**src/ffr_pkg.sv**
```systemverilog
// Package of constants and types for the fail-safe fault reaction block.
package ffr_pkg;
  // ----------------------------------------
  // Timing.
  // ----------------------------------------
  localparam int unsigned FFR_CLK_HZ = 10000000;
  localparam int unsigned FFR_SHORT_HIGH_US = 650;
  localparam int unsigned FFR_SHORT_HIGH_CYC = FFR_SHORT_HIGH_US * (FFR_CLK_HZ / 1000000);
  localparam int unsigned FFR_LONG_PULSE_US = 10000;
  localparam int unsigned FFR_LONG_PULSE_CYC = FFR_LONG_PULSE_US * (FFR_CLK_HZ / 1000000);
  localparam int unsigned FFR_SHORT_PULSE_US = 1000;
  localparam int unsigned FFR_SHORT_PULSE_CYC = FFR_SHORT_PULSE_US * (FFR_CLK_HZ / 1000000);
  localparam int unsigned FFR_STUCK_LOW_MS = 8000;
  localparam int unsigned FFR_STUCK_LOW_CYC = FFR_STUCK_LOW_MS * (FFR_CLK_HZ / 1000);
  localparam int unsigned FFR_RELEASE_MS = 8;
  localparam int unsigned FFR_RELEASE_CYC = FFR_RELEASE_MS * (FFR_CLK_HZ / 1000);
  localparam int unsigned FFR_TMR_W = 27;
  // ----------------------------------------
  // Counter and configuration.
  // ----------------------------------------
  localparam logic [3:0] FFR_CNT_RESET = 4'h1;
  localparam logic [1:0] FFR_MAX_SEL_RESET = 2'h1;
  localparam logic [1:0] FFR_OV_IMPACT_RESET = 2'h2;
  localparam logic [1:0] FFR_UV_IMPACT_RESET = 2'h1;
  localparam int unsigned FFR_IMPACT_RST_BIT = 1;
  localparam logic [3:0] FFR_MAX_2 = 4'h2;
  localparam logic [3:0] FFR_MAX_6 = 4'h6;
  localparam logic [3:0] FFR_MAX_8 = 4'h8;
  localparam logic [3:0] FFR_MAX_12 = 4'hc;
  localparam int unsigned FFR_NMON = 6;

  typedef enum logic [2:0] {
    FFR_ST_STARTUP = 3'b000,
    FFR_ST_RUN = 3'b001,
    FFR_ST_RESET = 3'b010,
    FFR_ST_EXTLOW = 3'b011,
    FFR_ST_DEEP = 3'b100
  } ffr_state_e;
endpackage

```
**src/ffr_timer_if.sv**
```systemverilog
// Interface carrying run, limit and expiry between the control logic and its timers.
interface ffr_timer_if;
  import ffr_pkg::*;
  logic run;
  logic [FFR_TMR_W-1:0] limit;
  logic expired;
  modport ctrl(output run, output limit, input expired);
  modport tmr(input run, input limit, output expired);
endinterface
```
**src/ffr_fault_ctrl.sv**
```systemverilog
// Fail-safe fault counter and reset/power-good control.
// Functional notes
// [RULE1] After release, counted reset faults add one.
// [RULE2] Non-reset faults only set their flag.
// [RULE3] Monitor reset reaction follows impact bit one.
// [RULE4] External reset low counts, asserts reset; code counts but leaves reset undriven in FFR_ST_EXTLOW.
// [RULE5] Host pulse request asserts reset, no count.
// [RULE6] Reset stuck high 650us flags and counts.
// [RULE7] Corruption flags count without asserting outputs.
// [RULE8] Coupling bit makes reset faults assert power-good.
// [RULE9] Counter starts at one after reset, standby.
// [RULE10] Counter at maximum enters deep fail-safe.
// [RULE11] Limit field selects 2, 6, 8, 12.
// [RULE12] Power-good asserted always implies reset asserted.
// [RULE13] Assigned monitor fault drives power-good and reset.
// [RULE14] Reset low eight seconds enters deep fail-safe.
// [RULE15] Duration bit selects long or short pulse.
// [RULE16] Reset released eight ms after start-up.
// [RULE17] Impact field 1x asserts reset, else none.
// [RULE18] Compare after increment; equal enters deep state.
module ffr_fault_ctrl (
  input wire logic clk_sys_in,
  input wire logic rst_n_in,
  input wire logic failsafe_init_phase_in,
  input wire logic cfg_write_in,
  input wire logic [1:0] fault_counter_max_sel_in,
  input wire logic [1:0] core_ov_reset_impact_in,
  input wire logic [1:0] core_uv_reset_impact_in,
  input wire logic [1:0] io_ov_reset_impact_in,
  input wire logic [1:0] io_uv_reset_impact_in,
  input wire logic [1:0] aux_ov_reset_impact_in,
  input wire logic [1:0] aux_uv_reset_impact_in,
  input wire logic reset_pulse_length_sel_in,
  input wire logic pg_reset_coupling_in,
  input wire logic [2:0] pg_assign_in,
  input wire logic [5:0] monitor_fault_in,
  input wire logic register_corrupt_flag_in,
  input wire logic prom_corrupt_flag_in,
  input wire logic reset_request_in,
  input wire logic standby_resume_in,
  input wire logic reset_pin_in,
  output logic reset_out_n_out,
  output logic reset_out_n_oe_out,
  output logic power_good_n_out,
  output logic power_good_n_oe_out,
  output logic [3:0] fault_counter_out,
  output logic [1:0] fault_counter_max_sel_out,
  output logic [5:0] monitor_flag_out,
  output logic short_high_flag_out,
  output logic ext_reset_flag_out,
  output logic deep_failsafe_state_out
);
  import ffr_pkg::*;

  // ----------------------------------------
  // Functions.
  // ----------------------------------------
  function automatic logic [3:0] max_of(input logic [1:0] sel);
    case (sel)
      2'h0: max_of = FFR_MAX_2;
      2'h1: max_of = FFR_MAX_6;
      2'h2: max_of = FFR_MAX_8;
      default: max_of = FFR_MAX_12;
    endcase
  endfunction

  function automatic logic rising(input logic now, input logic prev);
    rising = now && !prev;
  endfunction

  // ----------------------------------------
  // Pin synchronisers.
  // ----------------------------------------
  logic [5:0] mon_s1_reg;
  logic [5:0] mon_s2_reg;
  logic [5:0] mon_d_reg;
  logic pin_s1_reg;
  logic pin_s2_reg;
  logic pin_d_reg;
  logic reg_c_s1_reg;
  logic reg_c_s2_reg;
  logic reg_c_d_reg;
  logic otp_c_s1_reg;
  logic otp_c_s2_reg;
  logic otp_c_d_reg;
  logic req_d_reg;

  always_ff @(posedge clk_sys_in) begin
    if (!rst_n_in) begin
      mon_s1_reg <= '0;
      mon_s2_reg <= '0;
      mon_d_reg <= '0;
      pin_s1_reg <= 1'b0;
      pin_s2_reg <= 1'b0;
      pin_d_reg <= 1'b0;
      reg_c_s1_reg <= 1'b0;
      reg_c_s2_reg <= 1'b0;
      reg_c_d_reg <= 1'b0;
      otp_c_s1_reg <= 1'b0;
      otp_c_s2_reg <= 1'b0;
      otp_c_d_reg <= 1'b0;
      req_d_reg <= 1'b0;
    end else begin
      mon_s1_reg <= monitor_fault_in;
      mon_s2_reg <= mon_s1_reg;
      mon_d_reg <= mon_s2_reg;
      pin_s1_reg <= reset_pin_in;
      pin_s2_reg <= pin_s1_reg;
      pin_d_reg <= pin_s2_reg;
      reg_c_s1_reg <= register_corrupt_flag_in;
      reg_c_s2_reg <= reg_c_s1_reg;
      reg_c_d_reg <= reg_c_s2_reg;
      otp_c_s1_reg <= prom_corrupt_flag_in;
      otp_c_s2_reg <= otp_c_s1_reg;
      otp_c_d_reg <= otp_c_s2_reg;
      req_d_reg <= reset_request_in;
    end
  end

  // ----------------------------------------
  // Configuration registers.
  // ----------------------------------------
  logic [1:0] max_sel_reg;
  logic [11:0] impact_reg;
  logic cfg_we;
  assign cfg_we = cfg_write_in && failsafe_init_phase_in;

  always_ff @(posedge clk_sys_in) begin
    if (!rst_n_in) begin
      max_sel_reg <= FFR_MAX_SEL_RESET; // [RULE11]
      impact_reg <= {FFR_UV_IMPACT_RESET, FFR_UV_IMPACT_RESET, FFR_UV_IMPACT_RESET,
                     FFR_OV_IMPACT_RESET, FFR_OV_IMPACT_RESET, FFR_OV_IMPACT_RESET}; // [RULE17]
    end else if (cfg_we) begin
      max_sel_reg <= fault_counter_max_sel_in;
      impact_reg <= {aux_uv_reset_impact_in, io_uv_reset_impact_in, core_uv_reset_impact_in,
                     aux_ov_reset_impact_in, io_ov_reset_impact_in, core_ov_reset_impact_in};
    end
  end

  // ----------------------------------------
  // Fault decode.
  // ----------------------------------------
  // Monitor order: core ov, io ov, aux ov, core uv, io uv, aux uv.
  logic [5:0] mon_rise;
  logic [5:0] mon_rst_en;
  logic [2:0] pg_mon_fault;
  logic pg_fault;
  logic mon_rst_event;
  logic internal_event;

  genvar gi;
  generate
    for (gi = 0; gi < FFR_NMON; gi++) begin : g_mon
      assign mon_rise[gi] = rising(mon_s2_reg[gi], mon_d_reg[gi]);
      assign mon_rst_en[gi] = impact_reg[2*gi+FFR_IMPACT_RST_BIT]; // [RULE3] [RULE17]
    end
  endgenerate

  assign pg_mon_fault = pg_assign_in & (mon_s2_reg[2:0] | mon_s2_reg[5:3]);
  assign pg_fault = |pg_mon_fault; // [RULE13]
  assign mon_rst_event = |(mon_rise & mon_rst_en); // [RULE1] [RULE2]
  assign internal_event = rising(reg_c_s2_reg, reg_c_d_reg) || rising(otp_c_s2_reg, otp_c_d_reg); // [RULE7]

  // ----------------------------------------
  // Timers.
  // ----------------------------------------
  ffr_timer_if pulse_t ();
  ffr_timer_if short_t ();
  ffr_timer_if stuck_t ();
  ffr_timer u_pulse (.clk_sys_in(clk_sys_in), .rst_n_in(rst_n_in), .t(pulse_t.tmr));
  ffr_timer u_short (.clk_sys_in(clk_sys_in), .rst_n_in(rst_n_in), .t(short_t.tmr));
  ffr_timer u_stuck (.clk_sys_in(clk_sys_in), .rst_n_in(rst_n_in), .t(stuck_t.tmr));

  // ----------------------------------------
  // State machine.
  // ----------------------------------------
  ffr_state_e state_reg;
  ffr_state_e state_next;
  logic [3:0] cnt_reg;
  logic [3:0] cnt_next;
  logic [3:0] cnt_inc;
  logic drive_low_reg;
  logic drive_low_next;
  logic pg_low_reg;
  logic pg_low_next;
  logic short_flag_reg;
  logic ext_flag_reg;
  logic [5:0] mon_flag_reg;
  logic pulse_long_reg;
  logic pulse_long_next;
  logic pg_hold_reg;
  logic pg_hold_next;
  logic ext_low;
  logic short_high;
  logic rst_fault;
  logic count_event;

  // ----------------------------------------
  // Event edges.
  // ----------------------------------------
  logic short_exp_d_reg;
  logic short_event;
  logic pin_fall;

  always_ff @(posedge clk_sys_in) begin
    if (!rst_n_in) begin
      short_exp_d_reg <= 1'b0;
    end else begin
      short_exp_d_reg <= short_t.expired;
    end
  end

  // The stuck-high timer holds its expiry, so only its first cycle counts.
  assign short_event = rising(short_t.expired, short_exp_d_reg); // [RULE6]
  // Our own drive of reset, still echoing through the pipeline, is no external low.
  assign pin_fall = rising(pin_d_reg, pin_s2_reg) && !drive_low_reg && !reset_out_n_oe_out;

  assign ext_low = (state_reg == FFR_ST_RUN) && pin_fall; // [RULE4]
  assign short_high = drive_low_reg && pin_s2_reg;
  assign rst_fault = (state_reg == FFR_ST_RUN) && mon_rst_event; // [RULE1]
  assign count_event = rst_fault || ext_low || short_event || internal_event;
  assign cnt_inc = cnt_reg + 4'h1;

  assign short_t.run = short_high;
  assign short_t.limit = FFR_TMR_W'(FFR_SHORT_HIGH_CYC); // [RULE6]
  assign stuck_t.run = !pin_s2_reg && (state_reg != FFR_ST_DEEP);
  assign stuck_t.limit = FFR_TMR_W'(FFR_STUCK_LOW_CYC); // [RULE14]
  assign pulse_t.run = (state_reg == FFR_ST_STARTUP) || (state_reg == FFR_ST_RESET);
  assign pulse_t.limit = (state_reg == FFR_ST_STARTUP) ? FFR_TMR_W'(FFR_RELEASE_CYC) :
                         (pulse_long_reg ? FFR_TMR_W'(FFR_LONG_PULSE_CYC) :
                          FFR_TMR_W'(FFR_SHORT_PULSE_CYC)); // [RULE15] [RULE16]

  always_comb begin
    state_next = state_reg;
    cnt_next = cnt_reg;
    pulse_long_next = pulse_long_reg;
    pg_hold_next = pg_hold_reg;
    if (count_event && state_reg != FFR_ST_DEEP) begin
      cnt_next = cnt_inc; // [RULE1] [RULE4] [RULE6] [RULE7]
    end
    case (state_reg)
      FFR_ST_STARTUP: begin
        if (pulse_t.expired) begin
          state_next = FFR_ST_RUN; // [RULE16]
        end
      end
      FFR_ST_RUN: begin
        pulse_long_next = reset_pulse_length_sel_in;
        pg_hold_next = 1'b0;
        if (ext_low) begin
          state_next = FFR_ST_EXTLOW; // [RULE4]
        end else if (rst_fault) begin
          state_next = FFR_ST_RESET;
          pg_hold_next = pg_reset_coupling_in; // [RULE8]
        end else if (rising(reset_request_in, req_d_reg)) begin
          state_next = FFR_ST_RESET; // [RULE5]
        end
      end
      FFR_ST_RESET: begin
        if (pulse_t.expired) begin
          state_next = FFR_ST_RUN;
        end
      end
      FFR_ST_EXTLOW: begin
        if (pin_s2_reg) begin
          state_next = FFR_ST_RUN;
        end
      end
      FFR_ST_DEEP: begin
        state_next = FFR_ST_DEEP;
      end
      default: begin
        state_next = FFR_ST_STARTUP;
      end
    endcase
    if (standby_resume_in) begin
      state_next = FFR_ST_STARTUP;
      cnt_next = FFR_CNT_RESET; // [RULE9]
    end
    if (state_reg != FFR_ST_DEEP && ((count_event && cnt_inc == max_of(max_sel_reg)) || stuck_t.expired)) begin
      state_next = FFR_ST_DEEP; // [RULE10] [RULE14] [RULE18]
    end
  end

  assign pg_low_next = (state_next != FFR_ST_RUN && state_next != FFR_ST_EXTLOW
                        && state_next != FFR_ST_RESET) || pg_fault || pg_hold_next; // [RULE13] [RULE8]
  assign drive_low_next = pg_low_next || state_next == FFR_ST_RESET; // [RULE12] [RULE5]

  always_ff @(posedge clk_sys_in) begin
    if (!rst_n_in) begin
      state_reg <= FFR_ST_STARTUP;
      cnt_reg <= FFR_CNT_RESET; // [RULE9]
      pulse_long_reg <= 1'b0;
      pg_hold_reg <= 1'b0;
      drive_low_reg <= 1'b1;
      pg_low_reg <= 1'b1;
    end else begin
      state_reg <= state_next;
      cnt_reg <= cnt_next;
      pulse_long_reg <= pulse_long_next;
      pg_hold_reg <= pg_hold_next;
      drive_low_reg <= drive_low_next;
      pg_low_reg <= pg_low_next;
    end
  end

  // ----------------------------------------
  // Diagnostic flags; a new event wins over a clear.
  // ----------------------------------------
  always_ff @(posedge clk_sys_in) begin
    if (!rst_n_in) begin
      mon_flag_reg <= '0;
      short_flag_reg <= 1'b0;
      ext_flag_reg <= 1'b0;
    end else begin
      mon_flag_reg <= (standby_resume_in ? 6'h00 : mon_flag_reg) | mon_rise; // [RULE2]
      short_flag_reg <= (!standby_resume_in && short_flag_reg) | short_t.expired; // [RULE6]
      ext_flag_reg <= (!standby_resume_in && ext_flag_reg) | ext_low;
    end
  end

  // ----------------------------------------
  // Outputs.
  // ----------------------------------------
  always_ff @(posedge clk_sys_in) begin
    if (!rst_n_in) begin
      reset_out_n_out <= 1'b0;
      reset_out_n_oe_out <= 1'b1;
      power_good_n_out <= 1'b0;
      power_good_n_oe_out <= 1'b1;
      fault_counter_out <= FFR_CNT_RESET;
      fault_counter_max_sel_out <= FFR_MAX_SEL_RESET;
      monitor_flag_out <= '0;
      short_high_flag_out <= 1'b0;
      ext_reset_flag_out <= 1'b0;
      deep_failsafe_state_out <= 1'b0;
    end else begin
      reset_out_n_out <= 1'b0;
      reset_out_n_oe_out <= drive_low_reg;
      power_good_n_out <= 1'b0;
      power_good_n_oe_out <= pg_low_reg;
      fault_counter_out <= cnt_reg;
      fault_counter_max_sel_out <= max_sel_reg;
      monitor_flag_out <= mon_flag_reg;
      short_high_flag_out <= short_flag_reg;
      ext_reset_flag_out <= ext_flag_reg;
      deep_failsafe_state_out <= (state_reg == FFR_ST_DEEP);
    end
  end
endmodule

```
**src/ffr_timer.sv**
```systemverilog
// Cycle timer that counts while enabled and flags reaching its limit.
module ffr_timer (
  input wire logic clk_sys_in,
  input wire logic rst_n_in,
  ffr_timer_if.tmr t
);
  import ffr_pkg::*;
  logic [FFR_TMR_W-1:0] cnt_reg;
  logic [FFR_TMR_W-1:0] cnt_next;
  logic hit;
  assign hit = (cnt_reg >= t.limit);
  assign cnt_next = !t.run ? '0 : (hit ? cnt_reg : cnt_reg + 1'b1);
  assign t.expired = t.run && hit;
  always_ff @(posedge clk_sys_in) begin
    if (!rst_n_in) begin
      cnt_reg <= '0;
    end else begin
      cnt_reg <= cnt_next;
    end
  end
endmodule

```
**config.mk**
```make
export PLATFORM = sky130hd
export DESIGN_NAME = ffr_fault_ctrl
export DESIGN_NICKNAME = d
export VERILOG_FILES = /design/src/ffr_pkg.sv /design/src/ffr_timer_if.sv /design/src/ffr_fault_ctrl.sv /design/src/ffr_timer.sv
export SDC_FILE = /design/constraint.sdc
export NUM_CORES = 1
export LEC_CHECK = 0
export ABC_CLOCK_PERIOD_IN_PS = 4059
export BUFFER_PORTS_ARGS = -buffer_cell sky130_fd_sc_hd__buf_2
export CAP_MARGIN = 20
export CORE_ASPECT_RATIO = 0.6
export CORE_MARGIN = 8
export CORE_UTILIZATION = 49
export DETAILED_ROUTE_END_ITERATION = 10
export PLACE_DENSITY = 0.68
export SYNTH_ARGS = -nofsm -noshare
export SYNTH_HDL_FRONTEND = slang
export SYNTH_SLANG_ARGS = --single-unit
```
**constraint.sdc**
```tcl
create_clock -name clk_sys_in -period 4.06 [get_ports clk_sys_in]
set_input_delay 0.609 -clock clk_sys_in [delete_from_list [all_inputs] [get_ports clk_sys_in]]
set_output_delay 0.609 -clock clk_sys_in [all_outputs]
set_load 0.05 [all_outputs]
```
==> flow_summary.yaml, run 1 <==
placement:
  dp_cells: 862
  place.detailed.hpwl_um: 9233
  preCtsSetupSlack_ns: 0.8235
  place.gp.congestion: 0.8408
  portBuffers: 44
clock_network:
  insertion_delay_ns: 0.42
  postCtsHoldBufs: 0
  cts_resized: 0
  cts-root-buf: "clkbuf_16"
  post_cts_buffers: 0
  clkSinkCount: 154
  htreeDepth: 4
  path_clk_slew_ns: 0.06
  cts_buffers: 17
  cts_tree: "built"
  clock_path_buffers: 2
sta:
  finalHoldViolations: 0
  whs_ns: 0.3941
  final_max_slew_viol_count: 0
  fmax_mhz: 306.1
  fin_skew_ns: 0.01265
  final.setup.tns_ns: 0
  slew_headroom_pct: 36.45
  min_period_ns: 3.266
  finalCritPeriodShare_pct: 80.46
  setup_ws_ns: 0.7935
  worst_pin_slew_ns: 0.9413
  finalSetupViolations: 0
  rsz0062_at_grt: "no"
power_and_ir_drop:
  peakVddDrop_uv: 293.6
  p_leak_uw: 0.002793
  cellPowerDensity_nw_per_um2: 445.7
  power_uw: 3137
setup_path:
  startpoint_type: "register"
  path_common_cell: "or3_4"
  slowest_stage: "or4_1"
  worst_ep_required_time_ns: 4.40
  reg2reg_depth: 10
  crit_fanout: 29
  reg2reg_to: "u_pulse.cnt_reg[11]"
  r2r_slack_ns: 0.79
  r2r-start: "state_reg[0]"
  cp_data_arrival_time_ns: 3.61
  worstSetupPathType: "register to register"
  critical-path-top-delay-family: "simple AND/OR/NAND/NOR gates"
  cp_cell_sequence: "or3_4 -> nand2_1 -> ha_1 -> nor3_1 -> a31oi_1 -> maj3_2 -> and3_4 -> or3_4 -> or4_1 -> a21oi_1"
  path_buf_inv: 0
  cpPeakStageDelay_ns: 0.54
  critPathCaptureType: "register"
final_layout:
  nets: 766
  diodes: 0
  instances_no_fill: 893
  fill_cells: 1060
  multi_input_area_um2: 2855
  regArea_um2: 3083
  area_growth_syn_to_layout_pct: 14.42
  layout-drive-gt1-share_pct: 12.23
floorplanning:
  core_area_um2: 12140
  dieArea_um2: 16510
  initial_utilization_pct: 50.66
  die_h_um: 102.8
  ioPinCount: 53
  die_w_um: 160.6
  row_count: 31
hold_path:
  hold_end: "mon_s1_reg[0]"
  hold_path.class: "primary input to register"
  holdPathStages: 2
  min_from: "monitor_fault_in[0]"
global_route:
  grt_pass1_wl_um: 22470
  antenna_found_initial: 0
  grt_max_degree: 52
  grt_overflow_total: 0
  grtUsageTotal_pct: 16.74
  grt_pass1_vias: 4615
synthesis:
  yosysSeqAreaShare_pct: 50.12
  synthArstFlopShare_pct: 0
  postSynthCellCount: 672
  ys_types: 61
  syn_avg_cell_area_um2: 9.153
  synth-seq-cells: 154
  netlist_area_um2: 6151
  synth_warnings: 0
  synth_ff_type: "dfxtp_1"
  synth_edf_count: 0
run_status:
  outcome: "complete, no violations"
detailed_routing:
  drt-pass1-iter-count: 4
  routed_wl_um: 13050
  postRouteAntennaNets: 0
  drc: 0
  avgRoutedWirePerCell_um: 14.61
  vias_per_cell: 5.308
  drt-initial-drc-count: 248
  vias: 4740
flow_run:
  cap_violations: 0
-- how the worst max path moves through the flow --
| stage | cells past startpoint | endpoint | startpoint |
|---|---|---|---|
| after global routing | 10 | u_pulse.cnt_reg[15] | state_reg[0] |
| after detailed placement | 10 | u_pulse.cnt_reg[13] | state_reg[0] |
| after floorplan | 12 | u_pulse.cnt_reg[11] | state_reg[0] |
| after global placement | 10 | u_pulse.cnt_reg[15] | state_reg[0] |
| after CTS | 10 | u_pulse.cnt_reg[11] | state_reg[0] |
| final | 10 | u_pulse.cnt_reg[11] | state_reg[0] |
-- placed cells by master, fill, tap and decap left out, drive strengths merged, types with 3 or more instances in the layout --
cell type	count
nand3	19
nor4	8
or3	10
or4	10
o211ai	5
a31oi	5
clkinvlp	3
ha	16
a21o	3
clkinv	4
o31ai	6
buf	47
clkbuf	20
a21oi	24
o21ai	14
nand2	77
and4	5
dfxtp	154
nand2b	8
and2	63
nor3b	3
nor3	14
and3	14
inv	31
mux2i	5
nor2	66
nor2b	4
nand4b	3
nand4	14
xnor2	16
o21a	3
xor2	25
-- through the flow --
step	cell area [µm²]	utilization [%]
final	7038	57.97
after global routing	7038	57.97
after CTS	7038	57.97
after detailed placement	6494	53.49
after global placement	6494	53.49
after floorplan	6155	-
-- cells by family after synthesis --
family	count (synthesis)	synth area share (%)
simple gates	325	27.89
flops	154	50.12
compound gates	78	8.137
buf+inv	50	3.519
xor+xnor	41	5.838
fa+ha+maj	18	3.621
mux	5	0.8137
other cells	1	0.06097
-- synthesized netlist by cell type, types with 6 or more instances --
cell,instances,area (µm²)
a21oi_1,24,120.1
and2_1,63,394.1
and3_1,13,81.33
clkbuf_1,17,63.81
dfxtp_1,154,3083
ha_1,16,200.2
inv_1,25,93.84
nand2_1,77,289.0
nand2b_1,8,50.05
nand3_1,19,95.09
nand4_1,14,87.58
nor2_1,65,244.0
nor3_1,14,70.07
nor4_1,8,50.05
o21ai_0,10,50.05
o31ai_1,6,45.04
or3_1,8,50.05
or4_1,10,75.07
xnor2_1,16,140.1
xor2_1,25,219.0
-- final cells by class --
cell class	instances	area share, %
flip-flops and latches	154	43.80
clock inverters	11	1.244
inverters	27	1.511
clock buffers	20	6.489
multi-input cells	469	40.57
well taps	165	2.933
repair buffers	47	3.449
-- where the power goes --
group / switching [µW] / total, µW / internal (µW)
clock: 628 / 1450 / 821
sequential: 19.9 / 1560 / 1540
combinational: 82.6 / 129 / 46.7
-- metal layers --
metal / part of all wire [%] / GRT usage, % / up-vias
met5: 0 / 0 / -
met4: 0.87 / 5.643 / 0
met3: 5.0 / 4.466 / 12
met2: 43 / 25.98 / 108
met1: 51 / 22.33 / 2238
li1: - / - / 2382
(Power assumes the default switching activity.)
==> inputs of run 2 (changes only) <==
--- a/config.mk
+++ b/config.mk
@@ -5,14 +5,14 @@
 export SDC_FILE = /design/constraint.sdc
 export NUM_CORES = 1
 export LEC_CHECK = 0
-export ABC_CLOCK_PERIOD_IN_PS = 4059
+export ABC_CLOCK_PERIOD_IN_PS = 2900
 export BUFFER_PORTS_ARGS = -buffer_cell sky130_fd_sc_hd__buf_2
 export CAP_MARGIN = 20
 export CORE_ASPECT_RATIO = 0.6
 export CORE_MARGIN = 8
 export CORE_UTILIZATION = 49
 export DETAILED_ROUTE_END_ITERATION = 10
-export PLACE_DENSITY = 0.68
+export PLACE_DENSITY = 0.7
 export SYNTH_ARGS = -nofsm -noshare
 export SYNTH_HDL_FRONTEND = slang
 export SYNTH_SLANG_ARGS = --single-unit
==> constraint.sdc (replaced) <==
create_clock -name clk_sys_in -period 2.9 [get_ports clk_sys_in]
set_input_delay 0.435 -clock clk_sys_in [delete_from_list [all_inputs] [get_ports clk_sys_in]]
set_output_delay 0.435 -clock clk_sys_in [all_outputs]
set_load 0.05 [all_outputs]
==> flow_summary.yaml, run 2 (same netlist as run 1, synthesis figures left out) <==
run_status:
  outcome: "finished with violations"
  violations: "setup timing"
final_layout:
  layout-drive-gt1-share_pct: 17.71
  regArea_um2: 3085
  diodes: 0
  nets: 788
  mostFrequentLayoutCells: "dfxtp_1, nand2_1, nor2_1, and2_1, buf_2"
  area_growth_syn_to_layout_pct: 19.71
  instances_no_fill: 916
  fill_cells: 1013
  final_common_cell: "dfxtp_1"
  multi_input_area_um2: 2990
floorplanning:
  ioPinCount: 53
  die_h_um: 102.8
  initial_utilization_pct: 50.66
  die_w_um: 160.6
  dieArea_um2: 16510
  core_area_um2: 12140
  row_count: 31
clock_network:
  cts-root-buf: "clkbuf_16"
  clkSinkCount: 154
  htreeDepth: 4
  cts_buffers: 17
  clock_path_buffers: 2
  path_clk_slew_ns: 0.07
  cts_tree: "built"
  insertion_delay_ns: 0.42
  postCtsHoldBufs: 0
setup_path:
  critical-path-top-delay-family: "simple AND/OR/NAND/NOR gates"
  cp_data_arrival_time_ns: 3.30
  worstSetupPathType: "register to register"
  reg2reg_to: "u_pulse.cnt_reg[10]"
  critical_path.endpoint: "u_pulse.cnt_reg[10]"
  r2r-start: "state_reg[2]"
  r2r_slack_ns: -0.04
  startpoint_type: "register"
  crit_fanout: 7
  cp_num_cells: 10
  cp_cell_sequence: "or3_4 -> buf_6 -> ha_1 -> a21o_1 -> a211oi_2 -> nor3_1 -> o21a_2 -> or3_4 -> or4_4 -> a21oi_2"
  path_buf_inv: 1
  critPathCaptureType: "register"
  worst_ep_required_time_ns: 3.26
  cp-startpoint: "state_reg[2]"
  path_common_cell: "or3_4"
  cpPeakStageDelay_ns: 0.51
  reg2reg_depth: 10
  slowest_stage: "or4_4"
placement:
  place.gp.congestion: 0.8694
  portBuffers: 44
  preCtsSetupSlack_ns: -0.1004
  dp_cells: 875
  place.detailed.hpwl_um: 9359
detailed_routing:
  routed_wl_um: 13840
  drc: 0
  vias_per_cell: 5.333
  drt-pass1-iter-count: 5
  vias: 4885
  drt-initial-drc-count: 290
  avgRoutedWirePerCell_um: 15.11
  postRouteAntennaNets: 0
sta:
  rsz0062_at_grt: "yes"
  finalCritPeriodShare_pct: 101.5
  slew_headroom_pct: 37.80
  fin_skew_ns: 0.01024
  worst_pin_slew_ns: 0.9286
  min_period_ns: 2.944
  finalHoldViolations: 0
  finalSetupViolations: 3
  setup_ws_ns: -0.04364
  fmax_mhz: 339.7
  final_max_slew_viol_count: 0
global_route:
  grt_max_degree: 51
  antenna_found_initial: 0
  grt_pass1_wl_um: 22950
  grtUsageTotal_pct: 17.25
  grt_overflow_total: 0
  grt_pass1_vias: 4723
power_and_ir_drop:
  p_leak_uw: 0.002965
  peakVddDrop_uv: 423.9
  cellPowerDensity_nw_per_um2: 618.2
flow_run:
  cap_violations: 0
hold_path:
  min_from: "monitor_fault_in[0]"
  hold_path.class: "primary input to register"
run 2: how the worst min path moves through the flow:
stage                     cells after the start  slack (ns)                  end
final                                         2        0.21        mon_s1_reg[0]
after global routing                          3        0.20        impact_reg[1]
after CTS                                     2        0.19        mon_s1_reg[0]
after detailed placement                      1        0.42        mon_s2_reg[3]
after global placement                        1        0.42        mon_s2_reg[2]
after floorplan                               1        0.39  power_good_n_oe_out
run 2: metrics by stage:
stage	util, %	TNS, ns	cell area [µm²]	power [µW]	hold slack (ns)
6_report	60.65	-0.08507	7363	4552	0.2081
5_1_grt	60.65	-0.8350	7363	4716	0.1953
4_1_cts	59.59	-0.4473	7234	4589	0.1896
3_5_place_dp	54.31	-0.5671	6594	2416	0.4187
3_3_place_gp	54.31	-0.1191	6594	2408	0.4155
2_1_floorplan	-	-0.1347	6165	2352	0.3863
run 2: layout make-up:
type                    count  share of cell area (%)
multi-input cells         472                   40.61
clock inverters            15                   2.124
well taps                 165                   2.804
flip-flops and latches    154                   41.90
clock buffers              17                   5.777
repair buffers             66                   5.336
inverters                  27                   1.444
run 2: report_power, final:
group          leakage (µW)  internal (µW)  switching (µW)  total (µW)
combinational       0.00143           72.0             120         192
sequential          0.00125           2150            27.5        2180
clock              0.000282           1210             964        2180
run 2: timing repair:
| item | CTS | global route |
|---|---|---|
| gates cloned | 2 | 1 |
| setup endpoints to repair | 14 | 20 |
| pin swaps | 10 | 11 |
| buffers inserted | 2 | 4 |
| gates resized for setup | 6 | 19 |
run 2: per-layer routing:
metal	global-route usage, %	vias up	wire [µm]
li1	-	2431	-
met1	22.93	2305	6831
met2	26.62	131	6133
met3	4.864	18	703
met4	5.929	0	169
met5	0	-	0
